<file path="config.mk">
export PLATFORM = sky130hd
export DESIGN_NAME = dma_engine
export DESIGN_NICKNAME = d
export VERILOG_FILES = /design/src/verilog/dma_pkg.sv /design/src/verilog/dma_link_if.sv /design/src/verilog/dma_arb.sv /design/src/verilog/dma_crc.sv /design/src/verilog/dma_engine.sv
export VERILOG_INCLUDE_DIRS = /design/src /design/src/verilog
export SDC_FILE = /design/constraint.sdc
export NUM_CORES = 1
export LEC_CHECK = 0
export ABC_AREA = 1
export ABC_CLOCK_PERIOD_IN_PS = 4500
export BUFFER_PORTS_ARGS = -buffer_cell sky130_fd_sc_hd__buf_4
export CAP_MARGIN = 20
export CELL_PAD_IN_SITES_DETAIL_PLACEMENT = 0
export CELL_PAD_IN_SITES_GLOBAL_PLACEMENT = 1
export CORE_MARGIN = 3
export CORE_UTILIZATION = 25
export CTS_CLUSTER_DIAMETER = 30
export DETAILED_ROUTE_END_ITERATION = 7
export PLACE_DENSITY = 0.58
export SLEW_MARGIN = 20
export SYNTH_ARGS = -nofsm -noshare
export SYNTH_HDL_FRONTEND = slang
export SYNTH_SLANG_ARGS = --single-unit
</file>
<file path="constraint.sdc">
create_clock -name clk_i -period 4.5 [get_ports clk_i]
set_input_delay 0.225 -clock clk_i [delete_from_list [all_inputs] [get_ports clk_i]]
set_output_delay 0.225 -clock clk_i [all_outputs]
set_load 0.02 [all_outputs]
</file>
<file path="src/verilog/dma_regs.svh">
// Constants of the two-channel transfer engine: address map and access timing.
// Assumes a 16-bit data space with byte-wide memories on the same clock.
`ifndef DMA_REGS_SVH
`define DMA_REGS_SVH
// Data space map; mapped EEPROM always starts at 0x1000
`define IO_LAST 16'h0FFF
`define EE_BASE 16'h1000
`define EE_LAST 16'h1FFF
// Access latency in cycles, request cycle counted
`define LAT_IO 3'h1
`define LAT_SRAM 3'h2
`define LAT_SRAM_BURST 3'h1
`define LAT_EE 3'h3
`define LAT_EE_BURST 3'h2
// Counter loads for a zero setting
`define BLK_MAX 17'h1_0000
`define REP_MAX 9'h100
// CRC-16 CCITT generator
`define CRC_POLY 16'h1021
`define CRC_INIT 16'hFFFF
`endif

</file>
<file path="src/verilog/dma_pkg.sv">
// Types shared by the transfer engine and its testbench.
// Assumes nothing outside itself.
package dma_pkg;
  typedef enum logic [1:0] {ST_IDLE = 2'b00, ST_RD = 2'b01, ST_WR = 2'b10, ST_NXT = 2'b11} state_t;
  typedef enum logic [1:0] {AM_FIXED = 2'b00, AM_INC = 2'b01, AM_DEC = 2'b10} addr_mode_t;
  typedef enum logic [1:0] {RL_NONE = 2'b00, RL_BURST = 2'b01, RL_BLOCK = 2'b10, RL_TRANS = 2'b11} reload_t;
  typedef enum logic [1:0] {TR_SW = 2'b00, TR_PERIPH = 2'b01, TR_EVENT = 2'b10} trig_t;
  typedef enum logic [1:0] {RG_IO = 2'b00, RG_EE = 2'b01, RG_SRAM = 2'b10} region_t;
endpackage : dma_pkg

</file>
<file path="src/verilog/dma_link_if.sv">
// Carrier between the engine, its channel arbiter and its CRC generator.
// Assumes all three share one clock, reset and clock enable.
`timescale 1ns/1ps
interface dma_link_if (
  input wire logic clk_i,
  input wire logic sys_rst_i,
  input wire logic ce_i
);
  logic [1:0] req;
  logic prio_rr;
  logic take;
  logic gnt_vld;
  logic gnt_id;
  logic crc_vld;
  logic [7:0] crc_byte;
  logic crc_clr;
  logic [15:0] crc_val;
  modport eng (input clk_i, sys_rst_i, ce_i, gnt_vld, gnt_id, crc_val,
               output req, prio_rr, take, crc_vld, crc_byte, crc_clr);
  modport arb (input clk_i, sys_rst_i, ce_i, req, prio_rr, take, output gnt_vld, gnt_id);
  modport crc (input clk_i, sys_rst_i, ce_i, crc_vld, crc_byte, crc_clr, output crc_val);
endinterface : dma_link_if

</file>
<file path="src/verilog/dma_arb.sv">
// Channel arbiter: picks which armed channel runs its next burst.
// Assumes the engine pulses take only between bursts.
`timescale 1ns/1ps
module dma_arb (
  dma_link_if.arb lk
);
  logic last_r, last_nxt;

  // Fixed priority to channel 0, or alternate when round robin is chosen
  always_comb begin
    lk.gnt_vld = |lk.req;
    if (&lk.req) begin
      lk.gnt_id = lk.prio_rr ? ~last_r : 1'b0;
    end else begin
      lk.gnt_id = lk.req[1];
    end
    last_nxt = lk.take ? lk.gnt_id : last_r;
  end

  always_ff @(posedge lk.clk_i) begin
    if (lk.sys_rst_i) begin
      last_r <= 1'b1;
    end else if (lk.ce_i) begin
      last_r <= last_nxt;
    end
  end
endmodule : dma_arb

</file>
<file path="src/verilog/dma_crc.sv">
// CRC-16 CCITT over the bytes that the engine moves.
// Assumes at most one byte is offered per cycle.
`timescale 1ns/1ps
`include "dma_regs.svh"
module dma_crc (
  dma_link_if.crc lk
);
  logic [15:0] crc_r, crc_nxt;

  // Bitwise update, MSB first; one byte per cycle is plenty here
  function automatic logic [15:0] crc_byte(input logic [15:0] c, input logic [7:0] d);
    logic [15:0] x;
    x = c;
    for (int b = 7; b >= 0; b--) begin
      x = (x[15] ^ d[b]) ? ((x << 1) ^ `CRC_POLY) : (x << 1);
    end
    return x;
  endfunction : crc_byte

  always_comb begin
    crc_nxt = crc_r;
    if (lk.crc_clr) begin
      crc_nxt = `CRC_INIT;
    end else if (lk.crc_vld) begin
      crc_nxt = crc_byte(crc_r, lk.crc_byte);
    end
  end

  always_ff @(posedge lk.clk_i) begin
    if (lk.sys_rst_i) begin
      crc_r <= `CRC_INIT;
    end else if (lk.ce_i) begin
      crc_r <= crc_nxt;
    end
  end

  assign lk.crc_val = crc_r;
endmodule : dma_crc

</file>
<file path="src/verilog/dma_engine.sv">
// Two-channel transfer engine moving bytes between memory sets in bursts.
// Assumes memories and peripherals on clk_i; rd_data_i valid at the edge the
// latency table names; triggers come from same-clock logic.
// How it works
// - Two channels, own trigger, interrupt, addressing
// - Bursts of 1, 2, 4 or 8 bytes
// - Block size 1 byte to 64KB
// - Repeat counter re-runs block, up to 16MB
// - Per-side address fixed, up or down
// - Reload address after burst, block or transaction
// - Start on software, peripheral or event
// - Each channel keeps its own settings
// - Done and error interrupts, separately enabled
// - Interlinked channels start each other alternately
// - Memory and peripheral in any combination
// - Moved bytes optionally feed the CRC
// - Mapped EEPROM readable, starting at 0x1000
// - EEPROM reachable only when mapping enabled
// - SRAM write 1, read 2, burst 1/cycle
// - EEPROM load 1, read 3, burst every 2nd
// - I/O access takes one cycle
// - Separate read and write ports, never used in the same cycle
`timescale 1ns/1ps
`include "dma_regs.svh"
module dma_engine (
  input wire logic clk_i,
  input wire logic sys_rst_i,
  input wire logic ce_i,
  input wire logic [1:0] ch_en_i,
  input wire logic [1:0] sw_req_i,
  input wire logic [1:0] periph_req_i,
  input wire logic [1:0] event_i,
  input wire logic [1:0][1:0] trig_sel_i,
  input wire logic [1:0][15:0] src_addr_i,
  input wire logic [1:0][15:0] dst_addr_i,
  input wire logic [1:0][1:0] src_mode_i,
  input wire logic [1:0][1:0] dst_mode_i,
  input wire logic [1:0][1:0] src_reload_i,
  input wire logic [1:0][1:0] dst_reload_i,
  input wire logic [1:0][1:0] burst_sel_i,
  input wire logic [1:0][15:0] block_size_i,
  input wire logic [1:0][7:0] repeat_i,
  input wire logic [1:0] done_ie_i,
  input wire logic [1:0] err_ie_i,
  input wire logic [1:0] crc_en_i,
  input wire logic link_en_i,
  input wire logic prio_rr_i,
  input wire logic ee_map_en_i,
  input wire logic crc_clr_i,
  output logic rd_req_o,
  output logic [15:0] rd_addr_o,
  input wire logic [7:0] rd_data_i,
  output logic wr_req_o,
  output logic [15:0] wr_addr_o,
  output logic [7:0] wr_data_o,
  output logic [15:0] crc_o,
  output logic [1:0] busy_o,
  output logic [1:0] done_irq_o,
  output logic [1:0] err_irq_o,
  output logic active_ch_o
);
  dma_link_if lk (.clk_i(clk_i), .sys_rst_i(sys_rst_i), .ce_i(ce_i));
  dma_arb u_arb (.lk(lk));
  dma_crc u_crc (.lk(lk));

  dma_pkg::state_t st_r, st_nxt;
  logic [15:0] saddr_r, saddr_nxt, daddr_r, daddr_nxt;
  logic [3:0] n_r, n_nxt, idx_r, idx_nxt, blen;
  logic [2:0] wait_r, wait_nxt;
  logic iss_r, iss_nxt, first_r, first_nxt, cur_r, cur_nxt;
  logic [7:0][7:0] buf_r, buf_nxt;
  logic take, kill, crc_vld, bad, last_byte;
  logic [1:0][15:0] csrc_a, cdst_a;
  logic [1:0][16:0] crem_a;
  logic [1:0][8:0] crep_a;
  logic [1:0] armed_a, done_a, err_a;
  logic wb, blk_end, tr_end;
  logic [16:0] rem_left, rem_new;
  logic [8:0] rep_new;
  logic [15:0] src_new, dst_new;

  // Address map decode; EEPROM window only means anything when mapped
  function automatic dma_pkg::region_t region(input logic [15:0] a);
    if (a <= `IO_LAST) begin
      return dma_pkg::RG_IO;
    end else if (a <= `EE_LAST) begin
      return dma_pkg::RG_EE;
    end else begin
      return dma_pkg::RG_SRAM;
    end
  endfunction : region

  // Cycles from request to captured byte, first byte of a burst or a later one
  function automatic logic [2:0] lat(input logic first, input logic [15:0] a);
    case (region(a))
      dma_pkg::RG_IO: return `LAT_IO;
      dma_pkg::RG_EE: return first ? `LAT_EE : `LAT_EE_BURST;
      default: return first ? `LAT_SRAM : `LAT_SRAM_BURST;
    endcase
  endfunction : lat

  function automatic logic [15:0] step(input logic [15:0] a, input logic [1:0] m);
    case (dma_pkg::addr_mode_t'(m))
      dma_pkg::AM_INC: return a + 16'h0001;
      dma_pkg::AM_DEC: return a - 16'h0001;
      default: return a;
    endcase
  endfunction : step

  function automatic logic reload(input logic [1:0] m, input logic be, input logic te);
    case (dma_pkg::reload_t'(m))
      dma_pkg::RL_BURST: return 1'b1;
      dma_pkg::RL_BLOCK: return be;
      dma_pkg::RL_TRANS: return te;
      default: return 1'b0;
    endcase
  endfunction : reload

  // Arbiter and CRC hookup; only armed, enabled channels compete
  assign lk.req = armed_a & ch_en_i;
  assign lk.prio_rr = prio_rr_i;
  assign lk.take = take;
  assign lk.crc_vld = crc_vld;
  assign lk.crc_byte = rd_data_i;
  assign lk.crc_clr = crc_clr_i;
  assign last_byte = (idx_r == n_r - 4'h1);
  assign blen = 4'h1 << burst_sel_i[lk.gnt_id];
  assign bad = !ee_map_en_i && (region(csrc_a[lk.gnt_id]) == dma_pkg::RG_EE ||
                                region(cdst_a[lk.gnt_id]) == dma_pkg::RG_EE);

  // Burst sequencer: read the whole burst into the buffer, then write it out
  always_comb begin
    st_nxt = st_r;
    saddr_nxt = saddr_r;
    daddr_nxt = daddr_r;
    n_nxt = n_r;
    idx_nxt = idx_r;
    wait_nxt = wait_r;
    iss_nxt = 1'b0;
    first_nxt = first_r;
    cur_nxt = cur_r;
    buf_nxt = buf_r;
    take = 1'b0;
    kill = 1'b0;
    crc_vld = 1'b0;
    case (st_r)
      dma_pkg::ST_IDLE: begin
        if (lk.gnt_vld) begin
          take = 1'b1;
          cur_nxt = lk.gnt_id;
          saddr_nxt = csrc_a[lk.gnt_id];
          daddr_nxt = cdst_a[lk.gnt_id];
          if (bad) begin
            kill = 1'b1;
          end else begin
            st_nxt = dma_pkg::ST_RD;
            // Last burst of a block is cut to what the block has left
            n_nxt = (crem_a[lk.gnt_id] < {13'h0000, blen}) ? crem_a[lk.gnt_id][3:0] : blen;
            idx_nxt = 4'h0;
            wait_nxt = lat(1'b1, csrc_a[lk.gnt_id]) - 3'h1;
            iss_nxt = 1'b1;
            first_nxt = 1'b1;
          end
        end
      end
      dma_pkg::ST_RD: begin
        if (wait_r == 3'h0) begin
          buf_nxt[idx_r[2:0]] = rd_data_i;
          saddr_nxt = step(saddr_r, src_mode_i[cur_r]);
          crc_vld = crc_en_i[cur_r];
          if (last_byte) begin
            st_nxt = dma_pkg::ST_WR;
            idx_nxt = 4'h0;
          end else begin
            idx_nxt = idx_r + 4'h1;
            wait_nxt = lat(1'b0, saddr_nxt) - 3'h1;
            iss_nxt = 1'b1;
            first_nxt = 1'b0;
          end
        end else begin
          wait_nxt = wait_r - 3'h1;
        end
      end
      dma_pkg::ST_WR: begin
        // Every write, to any set, is a single cycle
        daddr_nxt = step(daddr_r, dst_mode_i[cur_r]);
        if (last_byte) begin
          st_nxt = dma_pkg::ST_NXT;
        end else begin
          idx_nxt = idx_r + 4'h1;
        end
      end
      default: begin
        st_nxt = dma_pkg::ST_IDLE;
      end
    endcase
  end

  always_ff @(posedge clk_i) begin
    if (sys_rst_i) begin
      st_r <= dma_pkg::ST_IDLE;
      saddr_r <= 16'h0000;
      daddr_r <= 16'h0000;
      n_r <= 4'h1;
      idx_r <= 4'h0;
      wait_r <= 3'h0;
      iss_r <= 1'b0;
      first_r <= 1'b0;
      cur_r <= 1'b0;
      buf_r <= '0;
    end else if (ce_i) begin
      st_r <= st_nxt;
      saddr_r <= saddr_nxt;
      daddr_r <= daddr_nxt;
      n_r <= n_nxt;
      idx_r <= idx_nxt;
      wait_r <= wait_nxt;
      iss_r <= iss_nxt;
      first_r <= first_nxt;
      cur_r <= cur_nxt;
      buf_r <= buf_nxt;
    end
  end

  // End of burst bookkeeping for the channel that just ran
  always_comb begin
    wb = (st_r == dma_pkg::ST_NXT);
    rem_left = crem_a[cur_r] - {13'h0000, n_r};
    blk_end = (rem_left == 17'h0_0000);
    tr_end = blk_end && (crep_a[cur_r] == 9'h001);
    if (!blk_end) begin
      rem_new = rem_left;
      rep_new = crep_a[cur_r];
    end else begin
      rem_new = (block_size_i[cur_r] == 16'h0000) ? `BLK_MAX : {1'b0, block_size_i[cur_r]};
      if (tr_end) begin
        rep_new = (repeat_i[cur_r] == 8'h00) ? `REP_MAX : {1'b0, repeat_i[cur_r]};
      end else begin
        rep_new = crep_a[cur_r] - 9'h001;
      end
    end
    src_new = reload(src_reload_i[cur_r], blk_end, tr_end) ? src_addr_i[cur_r] : saddr_r;
    dst_new = reload(dst_reload_i[cur_r], blk_end, tr_end) ? dst_addr_i[cur_r] : daddr_r;
  end

  // Per-channel context; a trigger in the cycle a run ends re-arms the channel
  for (genvar i = 0; i < 2; i++) begin : g_ch
    logic [15:0] src_r, src_nxt, dst_r, dst_nxt;
    logic [16:0] rem_r, rem_nxt;
    logic [8:0] rep_r, rep_nxt;
    logic arm_r, arm_nxt, en_r, done_r, done_nxt, err_r, err_nxt, trig;
    always_comb begin
      case (dma_pkg::trig_t'(trig_sel_i[i]))
        dma_pkg::TR_SW: trig = sw_req_i[i];
        dma_pkg::TR_PERIPH: trig = periph_req_i[i];
        dma_pkg::TR_EVENT: trig = event_i[i];
        default: trig = 1'b0;
      endcase
      src_nxt = src_r;
      dst_nxt = dst_r;
      rem_nxt = rem_r;
      rep_nxt = rep_r;
      arm_nxt = arm_r;
      done_nxt = 1'b0;
      err_nxt = 1'b0;
      if (ch_en_i[i] && !en_r) begin
        src_nxt = src_addr_i[i];
        dst_nxt = dst_addr_i[i];
        rem_nxt = (block_size_i[i] == 16'h0000) ? `BLK_MAX : {1'b0, block_size_i[i]};
        rep_nxt = (repeat_i[i] == 8'h00) ? `REP_MAX : {1'b0, repeat_i[i]};
      end
      if (wb && cur_r == 1'(i)) begin
        src_nxt = src_new;
        dst_nxt = dst_new;
        rem_nxt = rem_new;
        rep_nxt = rep_new;
        if (tr_end) begin
          arm_nxt = 1'b0;
          done_nxt = done_ie_i[i];
        end
      end
      if (kill && lk.gnt_id == 1'(i)) begin
        arm_nxt = 1'b0;
        err_nxt = err_ie_i[i];
      end
      if (link_en_i && wb && tr_end && cur_r != 1'(i)) begin
        arm_nxt = 1'b1;
      end
      if (trig) begin
        arm_nxt = 1'b1;
      end
      if (!ch_en_i[i]) begin
        arm_nxt = 1'b0;
      end
    end
    always_ff @(posedge clk_i) begin
      if (sys_rst_i) begin
        src_r <= 16'h0000;
        dst_r <= 16'h0000;
        rem_r <= `BLK_MAX;
        rep_r <= 9'h001;
        arm_r <= 1'b0;
        en_r <= 1'b0;
        done_r <= 1'b0;
        err_r <= 1'b0;
      end else if (ce_i) begin
        src_r <= src_nxt;
        dst_r <= dst_nxt;
        rem_r <= rem_nxt;
        rep_r <= rep_nxt;
        arm_r <= arm_nxt;
        en_r <= ch_en_i[i];
        done_r <= done_nxt;
        err_r <= err_nxt;
      end
    end
    assign csrc_a[i] = src_r;
    assign cdst_a[i] = dst_r;
    assign crem_a[i] = rem_r;
    assign crep_a[i] = rep_r;
    assign armed_a[i] = arm_r;
    assign done_a[i] = done_r;
    assign err_a[i] = err_r;
  end

  // Read and write sides are separate ports, but a burst is read whole before it is written, so they are never active at once
  assign rd_req_o = (st_r == dma_pkg::ST_RD) && iss_r;
  assign rd_addr_o = saddr_r;
  assign wr_req_o = (st_r == dma_pkg::ST_WR);
  assign wr_addr_o = daddr_r;
  assign wr_data_o = buf_r[idx_r[2:0]];
  assign crc_o = lk.crc_val;
  assign busy_o = armed_a;
  assign done_irq_o = done_a;
  assign err_irq_o = err_a;
  assign active_ch_o = cur_r;
endmodule : dma_engine

</file>
==> metrics, run 1 <==
I/O Buffers around 230; layout cells sized above 1 around 16%; antenna violations before repair 2; final instance area 23400 µm²; clock-pin slew on the worst setup and hold paths 0.05 ns; Crit Path Max Fanout 16; hold endpoint g_ch[0].dst_r[4]; P_sw around 3.2 mW; max cap viols 0; ANT nets after route 0; non-filler instance count after layout a little under 4000; CTS tree yes; die height ~270 µm; Worst EP required just over 5 ns; Top FF cell, synth dfxtp_1; combinational group share of total power a little under a fifth; Crit path largest cell delay just over 0.6 ns; startpoint types register; post-synthesis sequential area ratio between 20% and 30%; placed cells roughly 3700; CTS H-Tree Depth 3; root buf cell clkbuf_16; Worst setup EP type register; VDD IR-drop max about 0.3 mV; Clock Skew 0.0543 ns; Yosys warning count 0; CTS Sinks around 250; routed wire length 72200 µm; Crit Path Class reg2reg; final setup fails 0; CP Buf/Inv Count 3; Initial DRC Count 1218; top cell type's share of synthesized area between 20% and 30%; fin util a little over a third; post-placement worst setup slack around 0.57 ns; effective utilization at floorplan around 26%; worst hold margin 0.0293 ns; vias per cell ~4.9; CP Cell Sequence nand2_1, inv_1, o21ai_0, nand2_2, inv_1, o21ai_0, nand2_1, o21ai_0, nand4_1, nand3b_1, dlygate4sd3_1, a21oi_1; Cell Area, Synth between 15000 and 20000 µm²; first-pass GRT wire length 111000 µm; P per Cell Area between 400 and 500 nW/µm²; Power Total between 10 and 15 mW; Slew Limit Fails 0; syn_area_per_cell 6.23 µm²; CP top delay family simple AND/OR/NAND/NOR gates; Worst EP arrival between 4 and 5 ns; ant diodes 0; hold_buf cts 85; Hold Path Origin dst_addr_i[4]; Layout area overhead 37.7%; Max Freq ~0.24 GHz; Pleak between 10 and 15 nW; first-pass iteration count of the detailed router 5; Remaining Overflow, GRT 0; area leader, netlist dfxtp_1; most used cell, CP o21ai_0; Register-to-Register Path Depth 12; latest clock arrival within the worst-skew pair around 0.63 ns; critical path's slowest cell o21ai_0; Post-CTS Repair Setup Buffers 0; synth top area cells dfxtp_1, nand2_1, a21oi_1; fin crit period between 4 and 5 ns; worst min path class in2reg; status finished, final reports clean; routability congestion estimate roughly 0.9; clk buf depth 3; # rows 94; Worst Tran Pin Value 0.906 ns; core area ~67000 µm²; hold depth 5; Post-synth EDFFs 0; post-DP HPWL 50800 µm; clock power share between 50% and 60%; Mapped Cells approximately 2700; DP Area approximately 19000 µm²; r2r setup slk ~0.32 ns; setup TNS 0 ns; Max-slew headroom between 30% and 40%; Final Cycle Share between 90% and 100%; DR vias slightly below 20000; internal power component ~7.5 mW; Synth cell types 57; Die W around 270 µm; Synth Register Bits ~250; CTS resizes 0; DRC 0; register share of total power between 20% and 30%; worst r2r src g_ch[0].arm_r; fraction of registers with async set/reset 0%; final-stage net count roughly 3200; I/O Pins 230; largest net degree at the start of global routing ~130; top cells by count, synth nand2_1, a21oi_1, o21ai_0, nor2_1; Final Hold Vio Count 0; vias in the first global route 19200; Die ar. slightly above 70000 µm²; gr usage total roughly a fifth; count leader, synth nand2_1; PnR worst setup slack about 0.32 ns; CTS buffer count 85; post-DR wirelength/cell between 15 and 20 µm; switching share of total power 29.9%; syn_nets around 2900; RSZ-0062 raised after global routing no; r2r endpoint g_ch[0].err_r
[cell type report]
type / count / area [µm²]
fill: 7161 / 43200
inverter: 263 / 990
clock inverter: 38 / 612
tap: 864 / 1080
clock buffer: 118 / 2460
timing repair buffer: 354 / 2920
multi-input combinational: 2051 / 10300
sequential: 252 / 5050
[per-layer routing]
metal  vias up  routed length [µm]  track usage [%]
li1       9660                   -                -
met2       571               32500             31.9
met5         -                   0                0
met4         0                1840             6.98
met1      9122               33200             26.5
met3       102                4660             4.09
[cell families after synthesis]
kind of cell | after synthesis | share of synthesized area, %
adder cells (fa/ha/maj) | 37 | 2.81
multiplexers | 14 | 0.824
buffers and inverters | 424 | 9.95
XOR/XNOR | 58 | 3.03
flip-flops | 252 | 29.7
AO/OA/AOI/OAI | 718 | 22.7
AND/OR/NAND/NOR | 1224 | 31.0
[flip-flops by register name, summed over array words and instances (netlist names), 16 cells and up]
signal,flops
wr_addr_o,16
g_ch.rep_r,18
g_ch.rem_r,34
g_ch.dst_r,32
rd_addr_o,16
buf_r,64
g_ch.src_r,32
u_crc.lk.crc_val,16
[worst max-delay path by stage]
stage                       start               end  slack [ns]  cells after the start
floorplan             active_ch_o         wait_r[1]        0.07                     28
global placement      active_ch_o     wr_addr_o[13]        0.52                     18
detailed placement    active_ch_o  g_ch[1].rep_r[3]        0.57                     22
CTS                 g_ch[0].arm_r     g_ch[0].err_r        0.26                     12
global route        g_ch[0].arm_r     g_ch[0].err_r      0.0007                     12
finish              g_ch[0].arm_r     g_ch[0].err_r        0.32                     12
[layout by cell type (no fill, tap or decap), types with 5 or more instances in the layout]
| cell | count |
|---|---|
| bufinv_16 | 10 |
| buf_4 | 265 |
| clkbuf_8 | 21 |
| nand3_1 | 183 |
| inv_2 | 9 |
| ha_1 | 35 |
| clkbuf_16 | 85 |
| or2_2 | 14 |
| xor2_1 | 31 |
| xnor2_1 | 26 |
| a221oi_1 | 12 |
| clkinvlp_4 | 7 |
| o21bai_1 | 7 |
| clkinv_16 | 6 |
| nand4_1 | 39 |
| nand2_2 | 18 |
| clkinv_2 | 16 |
| clkbuf_1 | 12 |
| mux2i_1 | 14 |
| inv_1 | 248 |
| o22ai_1 | 8 |
| a21oi_1 | 301 |
| nand2_1 | 619 |
| dlygate4sd3_1 | 85 |
| o21ai_1 | 12 |
| o211ai_1 | 37 |
| a22oi_1 | 5 |
| nor2_1 | 287 |
| nand2_4 | 7 |
| dfxtp_1 | 251 |
| o21ai_0 | 291 |
| nor3_1 | 16 |
| nor4_1 | 15 |
| a31oi_1 | 25 |
[worst min-delay path: cells and delay by family]
family	cells	cell delay [ns]
AOI/OAI and AO/OA	2	0.12
and+or+nand+nor	1	0.06
buffers and inverters	2	0.17
[power by group through the flow]
| stage | Combinational (mW) | Clock, mW | Sequential (mW) |
|---|---|---|---|
| CTS | 1.94 | 6.30 | 2.55 |
| detailed placement | 1.87 | 0 | 2.59 |
| global route | 2.16 | 6.44 | 2.57 |
| global placement | 1.87 | 0 | 2.59 |
| finish | 1.93 | 6.17 | 2.55 |
| floorplan | 1.15 | 0 | 2.59 |
Note: power is estimated with default switching activity, not from simulation.
==> run 2: changes to the inputs <==
HOLD_SLACK_MARGIN = 0.05   (was default)
==> run 2 against run 1 <==
Compared with the run above: cell count rose by 1.2%; combinational power barely moved; clock power about the same; critical path depth rose by 2; total power rose by 0.27%; die area did not move; largest cell class unchanged; sequential cell count unchanged; sequential share of layout area shrank 0.42 points; first-iteration DRC count fell by 7.2%; count of clock-buffer cells in the layout stayed put; via count increased by 0.98%.
==> metrics, run 2 (synthesis results as in run 1) <==
Max-slew headroom 38.9% (was 39.6%); first-pass iteration count of the detailed router 8 (was 5); routed wire length 72400 µm (was 72200 µm); startpoint types register (unchanged); CTS buffer count 85 (unchanged); core area 66600 µm² (unchanged); Initial DRC Count 1130 (was 1218); Worst EP required 5.01 ns (was 5.05 ns); worst min path class in2reg (unchanged); largest net degree at the start of global routing 129 (unchanged); Remaining Overflow, GRT 0 (unchanged); Crit Path Class reg2reg (unchanged); layout cells sized above 1 15.7% (was 15.8%); Die W 267 µm (unchanged); Register-to-Register Path Depth 14 (was 12); DRC 0 (unchanged); Crit Path Max Fanout 16 (unchanged); die height 267 µm (unchanged); Pleak 10.2 nW (was 10.0 nW); vias in the first global route 19400 (was 19200); Die ar. 71200 µm² (unchanged); r2r endpoint g_ch[0].arm_r (was g_ch[0].err_r); critical path's slowest cell dlygate4sd3_1 (was o21ai_0); antenna violations before repair 2 (unchanged); Worst setup EP type register (unchanged); Power Total 10.7 mW (about the same); ANT nets after route 0 (unchanged); commonest cells after routing, fill and taps aside nand2_1, a21oi_1, o21ai_0, nor2_1, buf_4 (unchanged); I/O Pins 230 (unchanged); VDD IR-drop max 0.305 mV (about the same); fin util 35.9% (was 35.2%); Final Hold Vio Count 0 (unchanged); setup TNS 0 ns (unchanged); final instance area 23900 µm² (was 23400 µm²); Slew Limit Fails 0 (unchanged); effective utilization at floorplan 25.5% (unchanged); RSZ-0062 raised after global routing no (unchanged); Layout area overhead 40.4% (was 37.7%); status finished, final reports clean (unchanged); origin of the worst setup path g_ch[0].arm_r (unchanged); vias per cell 4.93 (was 4.94); CP Cell Sequence nand2_1, inv_1, o21ai_0, nand2_2, inv_1, o21ai_0, nand2_1, o21ai_1, nand4_1, nand2_1, inv_1, o211ai_1, a21oi_1, dlygate4sd3_1 (was nand2_1, inv_1, o21ai_0, nand2_2, inv_1, o21ai_0, nand2_1, o21ai_0, nand4_1, nand3b_1, dlygate4sd3_1, a21oi_1); max cap viols 0 (unchanged); CTS tree yes (unchanged); Final Cycle Share 91.0% (was 92.9%); worst hold margin 0.0828 ns (was 0.0293 ns); CTS H-Tree Depth 3 (unchanged); post-DP HPWL 50800 µm (unchanged); I/O Buffers 229 (unchanged); most common cell after layout, fill and taps aside nand2_1 (unchanged); first-pass GRT wire length 111000 µm (about the same); final setup fails 0 (unchanged); fin crit period 4.10 ns (was 4.18 ns); # rows 94 (unchanged); P per Cell Area 447 nW/µm² (was 455 nW/µm²); gr usage total 20.0% (was 19.9%); Worst EP arrival 4.60 ns (was 4.73 ns); Crit path largest cell delay 0.57 ns (was 0.61 ns); biggest regs buf_r (64), g_ch.rem_r (34) (unchanged); Worst Tran Pin Value 0.916 ns (was 0.906 ns); CTS Sinks 252 (unchanged); final-stage net count 3255 (was 3209); Clock Skew 0.0550 ns (was 0.0543 ns); latest clock arrival within the worst-skew pair 0.63 ns (about the same); worst r2r src g_ch[0].arm_r (unchanged); routability congestion estimate 0.882 (unchanged); r2r setup slk 0.40 ns (was 0.32 ns); root buf cell clkbuf_16 (unchanged); Max Freq 0.244 GHz (was 0.239 GHz); Largest register FFs 64 (unchanged); clk buf depth 3 (unchanged); clock-pin slew on the worst setup and hold paths 0.04 ns (was 0.05 ns); DR vias 19600 (was 19500); CP endpoint g_ch[0].arm_r (was g_ch[0].err_r); DP Area 19500 µm² (unchanged); Reg with most FFs buf_r (unchanged); post-DR wirelength/cell 18.2 µm (was 18.3 µm); ant diodes 0 (unchanged)
## run 2: how the worst min path moves through the flow
stage / end / cells after the start / startpoint
after floorplan: u_crc.lk.crc_val[12] / 2 / crc_clr_i
after global placement: buf_r[38] / 2 / buf_r[38]
after detailed placement: buf_r[39] / 2 / buf_r[39]
after CTS: g_ch[0].src_r[0] / 5 / src_addr_i[0]
after global routing: g_ch[0].src_r[6] / 5 / src_addr_i[6]
final: g_ch[1].src_r[9] / 5 / src_addr_i[25]
## run 2: where the power goes
part,switching (mW),leakage (nW),total [mW],internal [mW]
combinational,1.24,6.71,1.96,0.720
clock,1.79,1.48,6.17,4.38
sequential,0.161,2.06,2.55,2.39
total,3.19,10.2,10.7,7.49
## run 2: final cells by class
type                            count  area, µm²
Clock buffer                      118       2460
Sequential cell                   252       5050
Tap cell                          864       1080
Timing Repair Buffer              400       3380
Inverter                          263        992
Fill cell                        7123      42700
Multi-Input combinational cell   2051      10300
Clock inverter                     38        612
## run 2: per-layer routing
layer,wire length (µm),track usage [%],share of wire [%]
met1,33600,26.5,46
met5,0,0,0
met2,32600,32.2,45
met4,1840,7.01,2.5
met3,4410,4.03,6.1
## run 2: critical path: cells and delay by family, from the launching register on
kind,cells,cell delay [ns]
AOI/OAI and AO/OA,5,1.24
buffers and inverters,4,1.19
and+or+nand+nor,5,1.16
DFF,1,0.35
## run 2: through the flow
stage,setup slack (ns),std cells
finish,0.404,3986
global route,0.0304,3986
CTS,0.153,3983
detailed placement,0.567,3698
global placement,0.516,3698
floorplan,0.0748,2727
## run 2: timing repair
| item | in CTS | in global routing |
|---|---|---|
| setup buffers | 0 | 2 |
| hold buffers | 129 | 0 |
| resized for setup | 0 | 5 |
| hold endpoints to repair | 184 | 0 |
| setup endpoints to repair | 0 | 2 |
==> run 3: changes to the inputs <==
REMOVE_ABC_BUFFERS = 1   (was default)
==> run 3 against run 2 <==
Compared with the run above: routed wire length increased by 0.98%; register-to-register slack got worse by 0.14 ns; global-route usage about the same; first-iteration DRC count increased by 11%; worst setup slack got worse by 0.14 ns; cell count increased by 0.28%; total power decreased by 2.4%; highest routed layer is now met5; combinational power about the same; sequential share of layout area about the same; critical endpoint is now g_ch[1].arm_r; die area unchanged; maximum frequency decreased by 3.2%.
==> metrics, run 3 (synthesis results as in run 1) <==
status finished, final reports clean (unchanged); clock-pin slew on the worst setup and hold paths 0.04 ns (about the same); Pleak 10.3 nW (was 10.2 nW); # rows 94 (unchanged); Reg with most FFs buf_r (unchanged); routability congestion estimate 0.903 (was 0.882); CTS Sinks 252 (unchanged); Layout area overhead 40.5% (was 40.4%); latest clock arrival within the worst-skew pair 0.62 ns (was 0.63 ns); post-DP HPWL 49500 µm (was 50800 µm); multi-input logic area 10300 µm² (about the same); Remaining Overflow, GRT 0 (unchanged); PnR worst setup slack 0.267 ns (was 0.404 ns); layout cells sized above 1 15.5% (was 15.7%); Worst EP required 5.04 ns (was 5.01 ns); DP Area 19400 µm² (was 19500 µm²); CTS tree yes (unchanged); core area 66600 µm² (unchanged); worst hold margin 0.107 ns (was 0.0828 ns); r2r setup slk 0.27 ns (was 0.40 ns); DR vias 19800 (was 19600); Storage cell area 5050 µm² (unchanged); Worst EP arrival 4.78 ns (was 4.60 ns); biggest regs buf_r (64), g_ch.rem_r (34) (unchanged); Filler cells 7189 (was 7123); Final Hold Vio Count 0 (unchanged); RSZ-0062 raised after global routing no (unchanged); fin crit period 4.23 ns (was 4.10 ns); final setup fails 0 (unchanged); Crit Path Max Fanout 18 (was 16); P per Cell Area 436 nW/µm² (was 447 nW/µm²); Crit Path Class reg2reg (unchanged); die height 267 µm (unchanged); Final Cycle Share 94.1% (was 91.0%); final instance area 23900 µm² (about the same); first-pass GRT wire length 112000 µm (was 111000 µm); first-pass iteration count of the detailed router 7 (was 8); DRC 0 (unchanged); CTS buffer count 88 (was 85); CTS H-Tree Depth 3 (unchanged); routed wire length 73200 µm (was 72400 µm); Initial DRC Count 1250 (was 1130); most common cell after layout, fill and taps aside nand2_1 (unchanged); largest net degree at the start of global routing 125 (was 129); Die W 267 µm (unchanged); clk buf depth 3 (unchanged); effective utilization at floorplan 25.5% (unchanged); post-placement worst setup slack 0.513 ns (was 0.567 ns); commonest cells after routing, fill and taps aside nand2_1, a21oi_1, o21ai_0, nor2_1, buf_4 (unchanged); I/O Pins 230 (unchanged); root buf cell clkbuf_16 (unchanged); VDD IR-drop max 0.287 mV (was 0.305 mV); Worst setup EP type register (unchanged); vias in the first global route 19700 (was 19400); ANT nets after route 0 (unchanged); Clock Skew 0.0372 ns (was 0.0550 ns); Die ar. 71200 µm² (unchanged); max cap viols 0 (unchanged); gr usage total 19.9% (was 20.0%); Largest register FFs 64 (unchanged); Worst Tran Pin Value 0.906 ns (was 0.916 ns); post-DR wirelength/cell 18.3 µm (was 18.2 µm); setup TNS 0 ns (unchanged); Max Freq 0.236 GHz (was 0.244 GHz); Max-slew headroom 39.4% (was 38.9%); startpoint types register (unchanged); vias per cell 4.96 (was 4.93); Slew Limit Fails 0 (unchanged); I/O Buffers 229 (unchanged); antenna violations before repair 3 (was 2); worst min path class in2reg (unchanged); final-stage net count 3266 (was 3255)
-- run 3: cell count changes in the layout (fill, tap and decap cells not counted), sizes merged --
| cell | delta |
|---|---|
| dlygate4sd3 | +13 |
| clkbuf | +9 |
| bufinv | -7 |
| clkinv | +7 |
| clkinvlp | -7 |
| buf | -6 |
| diode | +1 |
| inv | +1 |
-- run 3: cell type report --
cell class                      instances  share of cell area, %
Inverter                              263                   4.17
Antenna cell                            1                 0.0105
Tap cell                              864                   4.52
Sequential cell                       252                   21.1
Timing Repair Buffer                  408                   14.6
Clock buffer                          126                   10.9
Multi-Input combinational cell       2051                   43.1
Clock inverter                         32                   1.51
-- run 3: power breakdown --
group	switching, mW	internal (mW)
registers	0.158	2.39
logic	1.25	0.724
clock network	1.75	4.15
total	3.16	7.27
-- run 3: per-layer routing --
layer | routed length, µm | global-route usage, % | share of wire (%)
met1 | 32900 | 25.4 | 45
met2 | 34000 | 33.6 | 46
met3 | 4260 | 3.91 | 5.8
met4 | 1950 | 6.85 | 2.7
met5 | 26 | 0 | 0.036
-- run 3: worst max-delay path, stage by stage, from the launching register on --
cell and delay [ns]:
dfxtp_4 0.46, inv_4 0.14, o21ai_0 0.20, ha_1 0.17, inv_1 0.06, fa_1 0.42, nand3_1 0.11, nand3_2 0.14
nor2_8 0.18, nand2_4 0.08, xor2_2 0.16, nand3_1 0.21, nor2_8 0.23, nand4_1 0.17, nand2_1 0.09, nand3_1 0.06
dlygate4sd3_1 0.57, a21oi_1 0.15, dlygate4sd3_1 0.57
-- run 3: worst paths after layout --
kind | startpoint | endpoint | depth (start not counted)
worst min register to register | buf_r[32] | buf_r[32] | 2
worst max-delay path | active_ch_o | g_ch[1].arm_r | 18
worst max register to register | active_ch_o | g_ch[1].arm_r | 18
worst min-delay path | repeat_i[9] | g_ch[1].rep_r[1] | 5
-- run 3: timing repair --
item	in CTS	in global routing
setup buffers	0	0
setup endpoints to repair	0	12
resized for setup	0	5
endpoints found under the hold margin	192	0
hold buffers	142	0
-- run 3: through the flow --
step	power, mW	utilization [%]	instances
finish	10.4	35.9	3997
global route	10.9	35.9	3996
CTS	10.5	35.8	3995
detailed placement	4.46	29.2	3695
global placement	4.45	29.2	3695
floorplan	3.69	-	2566
